[config.mk]
export PLATFORM = sky130hd
export DESIGN_NAME = status_indicator_pattern_gen
export DESIGN_NICKNAME = d
export VERILOG_FILES = /design/src/hw/led_pat_pkg.sv /design/src/hw/slow_tick_sync.sv /design/src/hw/status_indicator_pattern_gen.sv
export VERILOG_INCLUDE_DIRS = /design/src /design/src/hw
export SDC_FILE = /design/constraint.sdc
export NUM_CORES = 1
export LEC_CHECK = 0
export BUFFER_PORTS_ARGS = -buffer_cell sky130_fd_sc_hd__buf_4
export CAP_MARGIN = 10
export CORE_ASPECT_RATIO = 1.1
export CORE_MARGIN = 1
export CORE_UTILIZATION = 55
export DETAILED_ROUTE_END_ITERATION = 8
export GPL_TIMING_DRIVEN = 1
export PLACE_DENSITY = 0.88
export SLEW_MARGIN = 20
export SYNTH_ARGS = -nofsm -noshare
export SYNTH_HDL_FRONTEND = slang
export SYNTH_SLANG_ARGS = --single-unit
[constraint.sdc]
create_clock -name core_clk -period 4.25 [get_ports core_clk]
set_input_delay 0.85 -clock core_clk [delete_from_list [all_inputs] [get_ports core_clk]]
set_output_delay 0.85 -clock core_clk [all_outputs]
set_load 0.1 [all_outputs]
[src/hw/led_pat_consts.svh]
// Constants for the two-channel status indicator pattern generator.
`ifndef LED_PAT_CONSTS_SVH
`define LED_PAT_CONSTS_SVH

// Register indices and byte addresses (index times four).
`define IDX_CHAN_A   16'h404c
`define IDX_CHAN_B   16'h404d
`define ADDR_CHAN_A  {14'h0000, `IDX_CHAN_A, 2'h0}
`define ADDR_CHAN_B  {14'h0000, `IDX_CHAN_B, 2'h0}
`define HSIZE_WORD   3'h2

// Field positions, reset value and writable bits of a control register.
`define F_SRC        15:14
`define F_MODE       9:8
`define F_LEN        5:4
`define F_DUR        3:2
`define F_DUTY       1:0
`define REG_RESET    16'hc026
`define REG_WMASK    16'hc33f

// Timing base: the always-on slow clock and the printed on times.
`define SLOW_HZ      64'd32768
`define ON_1S_US     64'd1000000
`define ON_250_US    64'd250000
`define ON_125_US    64'd125000
`define ON_MIN_US    64'd62500
`define US_PER_S     64'd1000000
`define BASE_TICKS   ((`ON_MIN_US * `SLOW_HZ) / `US_PER_S)

// Off-time multiples and burst lengths.
`define RATIO_0      3'd1
`define RATIO_1      3'd2
`define RATIO_2      3'd3
`define RATIO_3      3'd7
`define BURST_0      3'd1
`define BURST_1      3'd2
`define BURST_2      3'd4
`define BURST_3      3'd7
`define TIMER_W      20

`endif

[src/hw/led_pat_pkg.sv]
// Types shared by the status indicator pattern generator.
package led_pat_pkg;
  `include "led_pat_consts.svh"

  typedef enum logic [1:0] {SRC_OFF, SRC_PWR, SRC_RSVD, SRC_MAN} src_e;
  typedef enum logic [1:0] {PAT_OFF, PAT_CONST, PAT_CONT, PAT_BURST} pattern_e;
  typedef enum logic [1:0] {ST_IDLE = 2'h0, ST_ON = 2'h1, ST_OFF = 2'h3, ST_DONE = 2'h2} chan_state_e;
  typedef logic [`TIMER_W-1:0] timer_t;

  typedef struct packed {
    chan_state_e st;
    timer_t      timer;
    logic [2:0]  pulses;
    logic        led;
  } chan_s;

  typedef struct packed {
    logic       write;
    logic [1:0] hit;
  } dphase_s;

  typedef struct packed {
    logic [1:0][15:0] ctl;
    dphase_s          dp;
    logic [31:0]      rdata;
    chan_s [1:0]      ch;
  } top_s;

  typedef struct packed {
    logic [2:0] ff;
    logic       level;
    logic       tick;
  } sync_s;
endpackage

[src/hw/slow_tick_sync.sv]
// Synchroniser for the always-on slow clock pin, giving one tick per rising edge.
`timescale 1ns/1ns
module slow_tick_sync
(
  // Clock and reset
  input  wire logic core_clk,
  input  wire logic rst_n,
  // Slow clock pin and tick
  input  wire logic slow_clk_pin,
  output logic      tick
);
  import led_pat_pkg::*;

  sync_s s;
  sync_s next_s;

  // A change is accepted only once the second and third stages agree, so a
  // metastable first stage never reaches the tick logic.
  always_comb
  begin
    next_s      = s;
    next_s.ff   = {s.ff[1:0], slow_clk_pin};
    next_s.tick = 1'b0;
    if (s.ff[1] == s.ff[2] && s.ff[2] != s.level)
    begin
      next_s.level = s.ff[2];
      next_s.tick  = s.ff[2];
    end
  end

  always_ff @(posedge core_clk or negedge rst_n)
  begin
    if (!rst_n)
      s <= '0;
    else
      s <= next_s;
  end

  assign tick = s.tick;

  property p_tick_edge;
    @(posedge core_clk) disable iff (!rst_n)
    s.tick |-> s.level && !$past(s.level);
  endproperty
  a_tick_edge: assert property (p_tick_edge) else $error("tick without a slow clock rise");
endmodule

[src/hw/status_indicator_pattern_gen.sv]
// Two status indicator channels with an AHB-Lite register slave.
//
// Functional notes
// The source field picks off, power-state status or manual mode, with code 10 reserved.
// Two identical channels each own a control register of source, mode, length, on and duty.
// The mode field acts only while the source selects manual mode.
// In manual mode the pattern is off, constant, endless pulsing or a finite burst.
// The burst length field gives one, two, four or seven pulses.
// The on-time field gives one second, 250 ms, 125 ms or 62.5 ms of on time per pulse.
// The duty field makes the off time one, two, three or seven times the on time.
// Channel one also lights when automatic memory programming has finished.
// Channel two also lights when automatic memory programming has failed.
// After reset each register holds source 11, mode 00, length 10, on time 01, duty 10.
// The reserved source keeps the output off, and pulse timing counts the slow clock.
// A finished burst stays dark until the register is rewritten, which restarts it.
//
// Design decision made here: the AHB-Lite slave port.
`timescale 1ns/1ns
`include "led_pat_consts.svh"
module status_indicator_pattern_gen
#(
  parameter int unsigned BASE_TICKS = 32'(`BASE_TICKS)
)
(
  // Clock and reset
  input  wire logic        core_clk,
  input  wire logic        rst_b,
  // AHB-Lite slave
  input  wire logic        hsel,
  input  wire logic [31:0] haddr,
  input  wire logic [1:0]  htrans,
  input  wire logic        hwrite,
  input  wire logic [2:0]  hsize,
  input  wire logic [31:0] hwdata,
  input  wire logic        hready,
  output logic             hreadyout,
  output logic [31:0]      hrdata,
  output logic             hresp,
  // Slow always-on clock pin
  input  wire logic        slow_clk_pin,
  // Status inputs from core logic
  input  wire logic        power_state_on,
  input  wire logic        otp_prog_done,
  input  wire logic        otp_prog_error,
  // Indicator outputs
  output logic             chan_a_led,
  output logic             chan_b_led
);
  import led_pat_pkg::*;

  // ----------------------------------------------------------------------
  // Elaboration check
  // ----------------------------------------------------------------------
  localparam longint unsigned MAX_SPAN = longint'(BASE_TICKS) * 64'd16 * 64'd7;

  generate
    if (BASE_TICKS < 1 || MAX_SPAN >= (64'd1 << `TIMER_W))
    begin : g_bad_base
      $error("BASE_TICKS does not fit the pulse timer");
    end
  endgenerate

  // ----------------------------------------------------------------------
  // Decoding helpers
  // ----------------------------------------------------------------------
  function automatic logic [1:0] reg_hit(input logic [31:0] addr);
    reg_hit = {addr == `ADDR_CHAN_B, addr == `ADDR_CHAN_A};
  endfunction

  function automatic src_e src_of(input logic [15:0] r);
    src_of = src_e'(r[`F_SRC]);
  endfunction

  function automatic pattern_e pat_of(input logic [15:0] r);
    pat_of = pattern_e'(r[`F_MODE]);
  endfunction

  function automatic timer_t on_ticks(input logic [15:0] r);
    logic [63:0] us;
    us = `ON_1S_US;
    case (r[`F_DUR])
      2'h0: us = `ON_1S_US;
      2'h1: us = `ON_250_US;
      2'h2: us = `ON_125_US;
      default: us = `ON_MIN_US;
    endcase
    on_ticks = timer_t'(64'(BASE_TICKS) * (us / `ON_MIN_US));
  endfunction

  function automatic timer_t off_ticks(input logic [15:0] r);
    logic [2:0] mult;
    mult = `RATIO_0;
    case (r[`F_DUTY])
      2'h0: mult = `RATIO_0;
      2'h1: mult = `RATIO_1;
      2'h2: mult = `RATIO_2;
      default: mult = `RATIO_3;
    endcase
    off_ticks = timer_t'(on_ticks(r) * mult);
  endfunction

  function automatic logic [2:0] burst_n(input logic [15:0] r);
    burst_n = `BURST_0;
    case (r[`F_LEN])
      2'h0: burst_n = `BURST_0;
      2'h1: burst_n = `BURST_1;
      2'h2: burst_n = `BURST_2;
      default: burst_n = `BURST_3;
    endcase
  endfunction

  function automatic logic pulsing(input logic [15:0] r);
    pulsing = src_of(r) == SRC_MAN && (pat_of(r) == PAT_CONT || pat_of(r) == PAT_BURST);
  endfunction

  // ----------------------------------------------------------------------
  // Reset release
  // ----------------------------------------------------------------------
  logic [1:0] rst_sync;
  logic       rst_n;

  always_ff @(posedge core_clk or negedge rst_b)
  begin
    if (!rst_b)
      rst_sync <= 2'h0;
    else
      rst_sync <= {rst_sync[0], 1'b1};
  end

  assign rst_n = rst_sync[1];

  // ----------------------------------------------------------------------
  // Slow clock tick
  // ----------------------------------------------------------------------
  logic tick;

  slow_tick_sync u_tick
  (
    .core_clk     (core_clk),
    .rst_n        (rst_n),
    .slow_clk_pin (slow_clk_pin),
    .tick         (tick)
  );

  // ----------------------------------------------------------------------
  // Register slave and channel sequencers
  // ----------------------------------------------------------------------
  top_s       s;
  top_s       next_s;
  logic [1:0] restart;
  logic [1:0] otp_flag;
  logic [1:0] pattern_on;

  assign otp_flag = {otp_prog_error, otp_prog_done};

  always_comb
  begin
    next_s     = s;
    restart    = 2'h0;
    pattern_on = 2'h0;

    // Data phase of a write. Sub-word writes are ignored.
    for (int i = 0; i < 2; i++)
    begin
      if (s.dp.write && s.dp.hit[i])
      begin
        next_s.ctl[i] = hwdata[15:0] & `REG_WMASK;
        restart[i]    = 1'b1;
      end
    end

    // Address phase. Read data comes from next_s so that a read right after a
    // write to the same register returns the new value.
    if (hready)
    begin
      next_s.dp = '0;
      if (hsel && htrans[1])
      begin
        next_s.dp.write = hwrite && hsize == `HSIZE_WORD;
        next_s.dp.hit   = reg_hit(haddr);
        if (!hwrite)
        begin
          next_s.rdata = 32'h0000_0000;
          for (int i = 0; i < 2; i++)
          begin
            if (next_s.dp.hit[i])
              next_s.rdata = {16'h0000, next_s.ctl[i]};
          end
        end
      end
    end

    // Channel sequencers. The first on period may be up to one slow tick
    // short, since the burst starts on the core clock, not on a tick.
    for (int i = 0; i < 2; i++)
    begin
      if (!pulsing(s.ctl[i]) || restart[i])
      begin
        next_s.ch[i].st     = ST_IDLE;
        next_s.ch[i].timer  = '0;
        next_s.ch[i].pulses = 3'h0;
      end
      else
      begin
        case (s.ch[i].st)
          ST_IDLE:
          begin
            next_s.ch[i].st    = ST_ON;
            next_s.ch[i].timer = '0;
          end
          ST_ON:
          begin
            if (tick)
            begin
              if (s.ch[i].timer == on_ticks(s.ctl[i]) - timer_t'(1))
              begin
                next_s.ch[i].timer = '0;
                next_s.ch[i].st    = ST_OFF;
                if (pat_of(s.ctl[i]) == PAT_BURST)
                begin
                  next_s.ch[i].pulses = s.ch[i].pulses + 3'h1;
                  if (s.ch[i].pulses + 3'h1 == burst_n(s.ctl[i]))
                    next_s.ch[i].st = ST_DONE;
                end
              end
              else
              begin
                next_s.ch[i].timer = s.ch[i].timer + timer_t'(1);
              end
            end
          end
          ST_OFF:
          begin
            if (tick)
            begin
              if (s.ch[i].timer == off_ticks(s.ctl[i]) - timer_t'(1))
              begin
                next_s.ch[i].timer = '0;
                next_s.ch[i].st    = ST_ON;
              end
              else
              begin
                next_s.ch[i].timer = s.ch[i].timer + timer_t'(1);
              end
            end
          end
          ST_DONE:
          begin
            next_s.ch[i].st = ST_DONE;
          end
          default:
          begin
            next_s.ch[i].st = ST_IDLE;
          end
        endcase
      end

      // Output selection; the mode field is looked at only in manual mode.
      case (src_of(s.ctl[i]))
        SRC_OFF:  pattern_on[i] = 1'b0;
        SRC_PWR:  pattern_on[i] = power_state_on;
        SRC_MAN:
        begin
          case (pat_of(s.ctl[i]))
            PAT_OFF:   pattern_on[i] = 1'b0;
            PAT_CONST: pattern_on[i] = 1'b1;
            default:   pattern_on[i] = next_s.ch[i].st == ST_ON;
          endcase
        end
        default:  pattern_on[i] = 1'b0;
      endcase
      next_s.ch[i].led = otp_flag[i] | pattern_on[i];
    end
  end

  always_ff @(posedge core_clk or negedge rst_n)
  begin
    if (!rst_n)
    begin
      s     <= '0;
      s.ctl <= {2{`REG_RESET}};
    end
    else
    begin
      s <= next_s;
    end
  end

  // ----------------------------------------------------------------------
  // Outputs
  // ----------------------------------------------------------------------
  assign hreadyout  = 1'b1;
  assign hresp      = 1'b0;
  assign hrdata     = s.rdata;
  assign chan_a_led = s.ch[0].led;
  assign chan_b_led = s.ch[1].led;

  // ----------------------------------------------------------------------
  // Assertions
  // ----------------------------------------------------------------------
  property p_reg_write;
    @(posedge core_clk) disable iff (!rst_n)
    (s.dp.write && s.dp.hit[1]) |=> s.ctl[1] == ($past(hwdata[15:0]) & `REG_WMASK);
  endproperty
  a_reg_write: assert property (p_reg_write) else $error("register write lost");

  property p_reset_val;
    @(posedge core_clk) disable iff (!rst_n)
    $rose(rst_n) |-> s.ctl[0] == `REG_RESET && s.ctl[1] == `REG_RESET && !chan_a_led && !chan_b_led;
  endproperty
  a_reset_val: assert property (p_reset_val) else $error("bad reset value");

  property p_src_off;
    @(posedge core_clk) disable iff (!rst_n)
    (src_of(s.ctl[0]) == SRC_OFF && !otp_prog_done) |=> !chan_a_led;
  endproperty
  a_src_off: assert property (p_src_off) else $error("off source lit channel one");

  property p_src_rsvd;
    @(posedge core_clk) disable iff (!rst_n)
    (src_of(s.ctl[1]) == SRC_RSVD && !otp_prog_error) |=> !chan_b_led;
  endproperty
  a_src_rsvd: assert property (p_src_rsvd) else $error("reserved source lit channel two");

  property p_pwr_follow;
    @(posedge core_clk) disable iff (!rst_n)
    (src_of(s.ctl[0]) == SRC_PWR && !otp_prog_done) |=> chan_a_led == $past(power_state_on);
  endproperty
  a_pwr_follow: assert property (p_pwr_follow) else $error("status source ignored");

  property p_constant;
    @(posedge core_clk) disable iff (!rst_n)
    (src_of(s.ctl[1]) == SRC_MAN && pat_of(s.ctl[1]) == PAT_CONST) |=> chan_b_led;
  endproperty
  a_constant: assert property (p_constant) else $error("constant pattern dark");

  property p_on_end;
    @(posedge core_clk) disable iff (!rst_n)
    (s.ch[0].st == ST_ON && tick && !restart[0] && pulsing(s.ctl[0])
      && s.ch[0].timer == on_ticks(s.ctl[0]) - timer_t'(1)) |=> s.ch[0].st != ST_ON;
  endproperty
  a_on_end: assert property (p_on_end) else $error("on time not ended");

  property p_off_end;
    @(posedge core_clk) disable iff (!rst_n)
    (s.ch[0].st == ST_OFF && tick && !restart[0] && pulsing(s.ctl[0])
      && s.ch[0].timer == off_ticks(s.ctl[0]) - timer_t'(1)) |=> s.ch[0].st == ST_ON;
  endproperty
  a_off_end: assert property (p_off_end) else $error("off time not ended");

  property p_burst_len;
    @(posedge core_clk) disable iff (!rst_n)
    s.ch[1].st == ST_DONE |-> s.ch[1].pulses == burst_n(s.ctl[1]);
  endproperty
  a_burst_len: assert property (p_burst_len) else $error("wrong burst length");

  property p_done_dark;
    @(posedge core_clk) disable iff (!rst_n)
    (s.ch[0].st == ST_DONE && !s.dp.write && !otp_prog_done) |=> !chan_a_led;
  endproperty
  a_done_dark: assert property (p_done_dark) else $error("finished burst lit");

  property p_otp_done;
    @(posedge core_clk) disable iff (!rst_n)
    otp_prog_done |=> chan_a_led;
  endproperty
  a_otp_done: assert property (p_otp_done) else $error("programming done not shown");

  property p_otp_err;
    @(posedge core_clk) disable iff (!rst_n)
    otp_prog_error |=> chan_b_led;
  endproperty
  a_otp_err: assert property (p_otp_err) else $error("programming error not shown");
endmodule

==> impl_metrics.json <==
{
  "status": "finished, violations left",
  "violations": "negative setup slack",
  "first_global_vias": 6512,
  "die_h_um": 124,
  "dp.cells": 1020,
  "h-tree-depth": 3,
  "drc_errors": 0,
  "avgSynthCellArea_um2": 9.42,
  "hold_class": "input port to async pin",
  "layout-drive-gt1-share_pct": 29.5,
  "tightestPinTransition_ns": 0.944,
  "hold_viol": 0,
  "utilization_pct": 67.4,
  "syn_inst": 793,
  "layout_commonest_cell": "buf_4",
  "grt_usage_pct": 27.4,
  "cts_hold_buf": 0,
  "synth-edff-count": 0,
  "required_ns": 4.52,
  "endpoint": "s[37]",
  "drt-total-wl_um": 18800,
  "rr_worst_depth": 19,
  "fmax_mhz": 211,
  "coreArea_mm2": 0.0132,
  "stdcell_count": 1046,
  "grt_pass1_wl_um": 30800,
  "clk_pin_slew_worst_paths_ns": 0.07,
  "setup_viol": 38,
  "clk-insertion-delay-late_ns": 0.35,
  "ir_drop_v": 0.000242,
  "antenna_found_initial": 0,
  "routedWlPerCell_um": 17.9,
  "crit_start": "s[105]",
  "drt_iter0_markers": 550,
  "cap_viol_max_count": 0,
  "syn_area_mm2": 0.00747,
  "slew_violations": 0,
  "via_per_inst": 6.14,
  "cts_tree": "done",
  "clock_skew_ns": 0.00480,
  "clockBufferDepth": 2,
  "place_hpwl_um": 12400,
  "dr_total_vias": 6426,
  "row_count": 44,
  "die_area_mm2": 0.0141,
  "clock_sinks": 110,
  "firstDrtPassIters": 5,
  "slew_headroom_pct": 37.0,
  "r2r_start": "s[105]",
  "synth_warnings": 0,
  "ys_ff_latch": 110,
  "ant_nets": 0,
  "die-width_um": 113,
  "r2r_slack_ns": -0.49,
  "cp.arrival_ns": 5.02,
  "ys_types": 73,
  "worstSetupPathType": "flop to flop",
  "antenna_cells": 0,
  "cts_buffers": 9,
  "n_fill_cell": 917,
  "r2r-end": "s[37]",
  "place_ws_ns": -0.624,
  "port_buffers": 72,
  "most-common-layout-cells": "buf_4, dfrtp_1, nand2_1, nor2_1, ha_1",
  "leakagePower_nw": 4.02,
  "final_nets": 1010,
  "end_kind": "flop",
  "p_per_area_mw_per_mm2": 294,
  "root_buffer": "clkbuf_16",
  "grt_max_degree": 73,
  "seq_area_frac_synth_pct": 37.0,
  "startpoint_type": "flop",
  "fin_crit_sh_pct": 112,
  "layout_setup_ws_ns": -0.493,
  "gr-total-overflow": 0,
  "rsz0062_at_grt": "yes",
  "crit_fanout": 10,
  "initial_core_util_pct": 56.6,
  "pin_count": 114,
  "gp_congestion": 0.835,
  "synth_top_flop_cell": "dfrtp_1",
  "async_flop_share_pct": 100,
  "min_period_ns": 4.74,
  "area_growth_pct": 19.2
}
[sequential cells by signal (all words and copies together), names as in the netlist]
name	count
chan_a_led	1
u_tick.tick	1
rst_sync	2
hrdata	16
chan_b_led	1
u_tick.s	2
s	85
u_tick.next_s	2
[metal layers]
| metal | wire length [um] | vias to the layer above | global-route usage [%] |
|---|---|---|---|
| li1 | - | 2933 | - |
| met1 | 7310 | 3108 | 32.5 |
| met2 | 9370 | 317 | 47.4 |
| met3 | 1280 | 68 | 4.82 |
| met4 | 810 | 0 | 13.8 |
| met5 | 0 | - | 0 |
[final cells by class]
class / instances / area (um^2) / share of cell area, %
Clock inverter: 6 / 53.8 / 0.604
Inverter: 28 / 118 / 1.32
Sequential cell: 110 / 2770 / 31.1
Timing Repair Buffer: 129 / 998 / 11.2
Tap cell: 161 / 201 / 2.26
Clock buffer: 10 / 229 / 2.57
Multi-Input combinational cell: 602 / 4540 / 50.9
[power breakdown]
| part | internal (mW) | switching, mW | leakage, nW | total, mW |
|---|---|---|---|---|
| clock network | 0.409 | 0.404 | 0.129 | 0.812 |
| logic | 0.311 | 0.385 | 2.44 | 0.696 |
| registers | 1.07 | 0.0374 | 1.45 | 1.11 |
| total | 1.79 | 0.826 | 4.02 | 2.62 |
[critical path: stages, from the launching register on]
cell,delay (ns)
dfstp_2,0.56
inv_4,0.06
ha_4,0.16
inv_4,0.06
ha_4,0.11
nor4bb_4,0.26
nor2_1,0.08
o31a_1,0.29
nor2b_2,0.14
fa_1,0.46
fa_2,0.36
and3_4,0.18
or3_1,0.30
a221o_1,0.36
nor3b_2,0.23
mux2_4,0.34
o211ai_4,0.25
buf_6,0.19
a31oi_1,0.08
a31oi_1,0.19
[cell usage after synthesis, types with 11 or more instances]
cell type  instances  area, um^2
nor2_1            74         278
and2_1            21         131
clkbuf_1          26        97.6
a21oi_1           11        55.1
o21ai_0           24         120
and3_1            12        75.1
dfrtp_1          100        2500
ha_1              44         551
nor3_1            18        90.1
nor4_1            11        68.8
nand4_1           13        81.3
a31oi_1           18         113
xor2_1            18         158
buf_4             34         255
xnor2_1           31         272
nand3_1           28         140
mux2i_1           12         120
nand2_1           89         334
inv_1             28         105
mux2_2            28         315
[stage by stage]
stage | setup TNS [ns] | area [um^2] | power, mW | hold slack, ns
after CTS | -10.25 | 8800 | 2.59 | 0.261
final | -13.66 | 8910 | 2.62 | 0.263
after global routing | -20.54 | 8910 | 2.73 | 0.256
after detailed placement | -15.03 | 8270 | 1.76 | 0.336
after floorplan | -7.30 | 7580 | 1.58 | 0.331
after global placement | -10.60 | 8270 | 1.74 | 0.334
[logic make-up after synthesis]
logic type / synth area share [%]
other cells: 0.100
buf+inv: 6.93
flops: 37.0
mux: 6.03
simple gates: 20.4
compound gates: 13.2
fa+ha+maj: 9.64
xor+xnor: 6.68
[how the worst min path moves through the flow]
stage / from / endpoint / slack (ns)
final: rst_b / rst_sync[1] / 0.26
after global routing: rst_b / rst_sync[1] / 0.26
after CTS: rst_b / rst_sync[1] / 0.26
after detailed placement: rst_sync[0] / rst_sync[1] / 0.34
after global placement: u_tick.next_s[3] / u_tick.next_s[4] / 0.33
after floorplan: rst_sync[0] / rst_sync[1] / 0.33
[what timing repair did]
item,4_1_cts,5_1_grt
setup buffers,7,3
cloned,1,0
pin swaps,10,18
gates resized for setup,45,24
endpoints found under the setup margin,38,38
(Power assumes the default switching activity.)
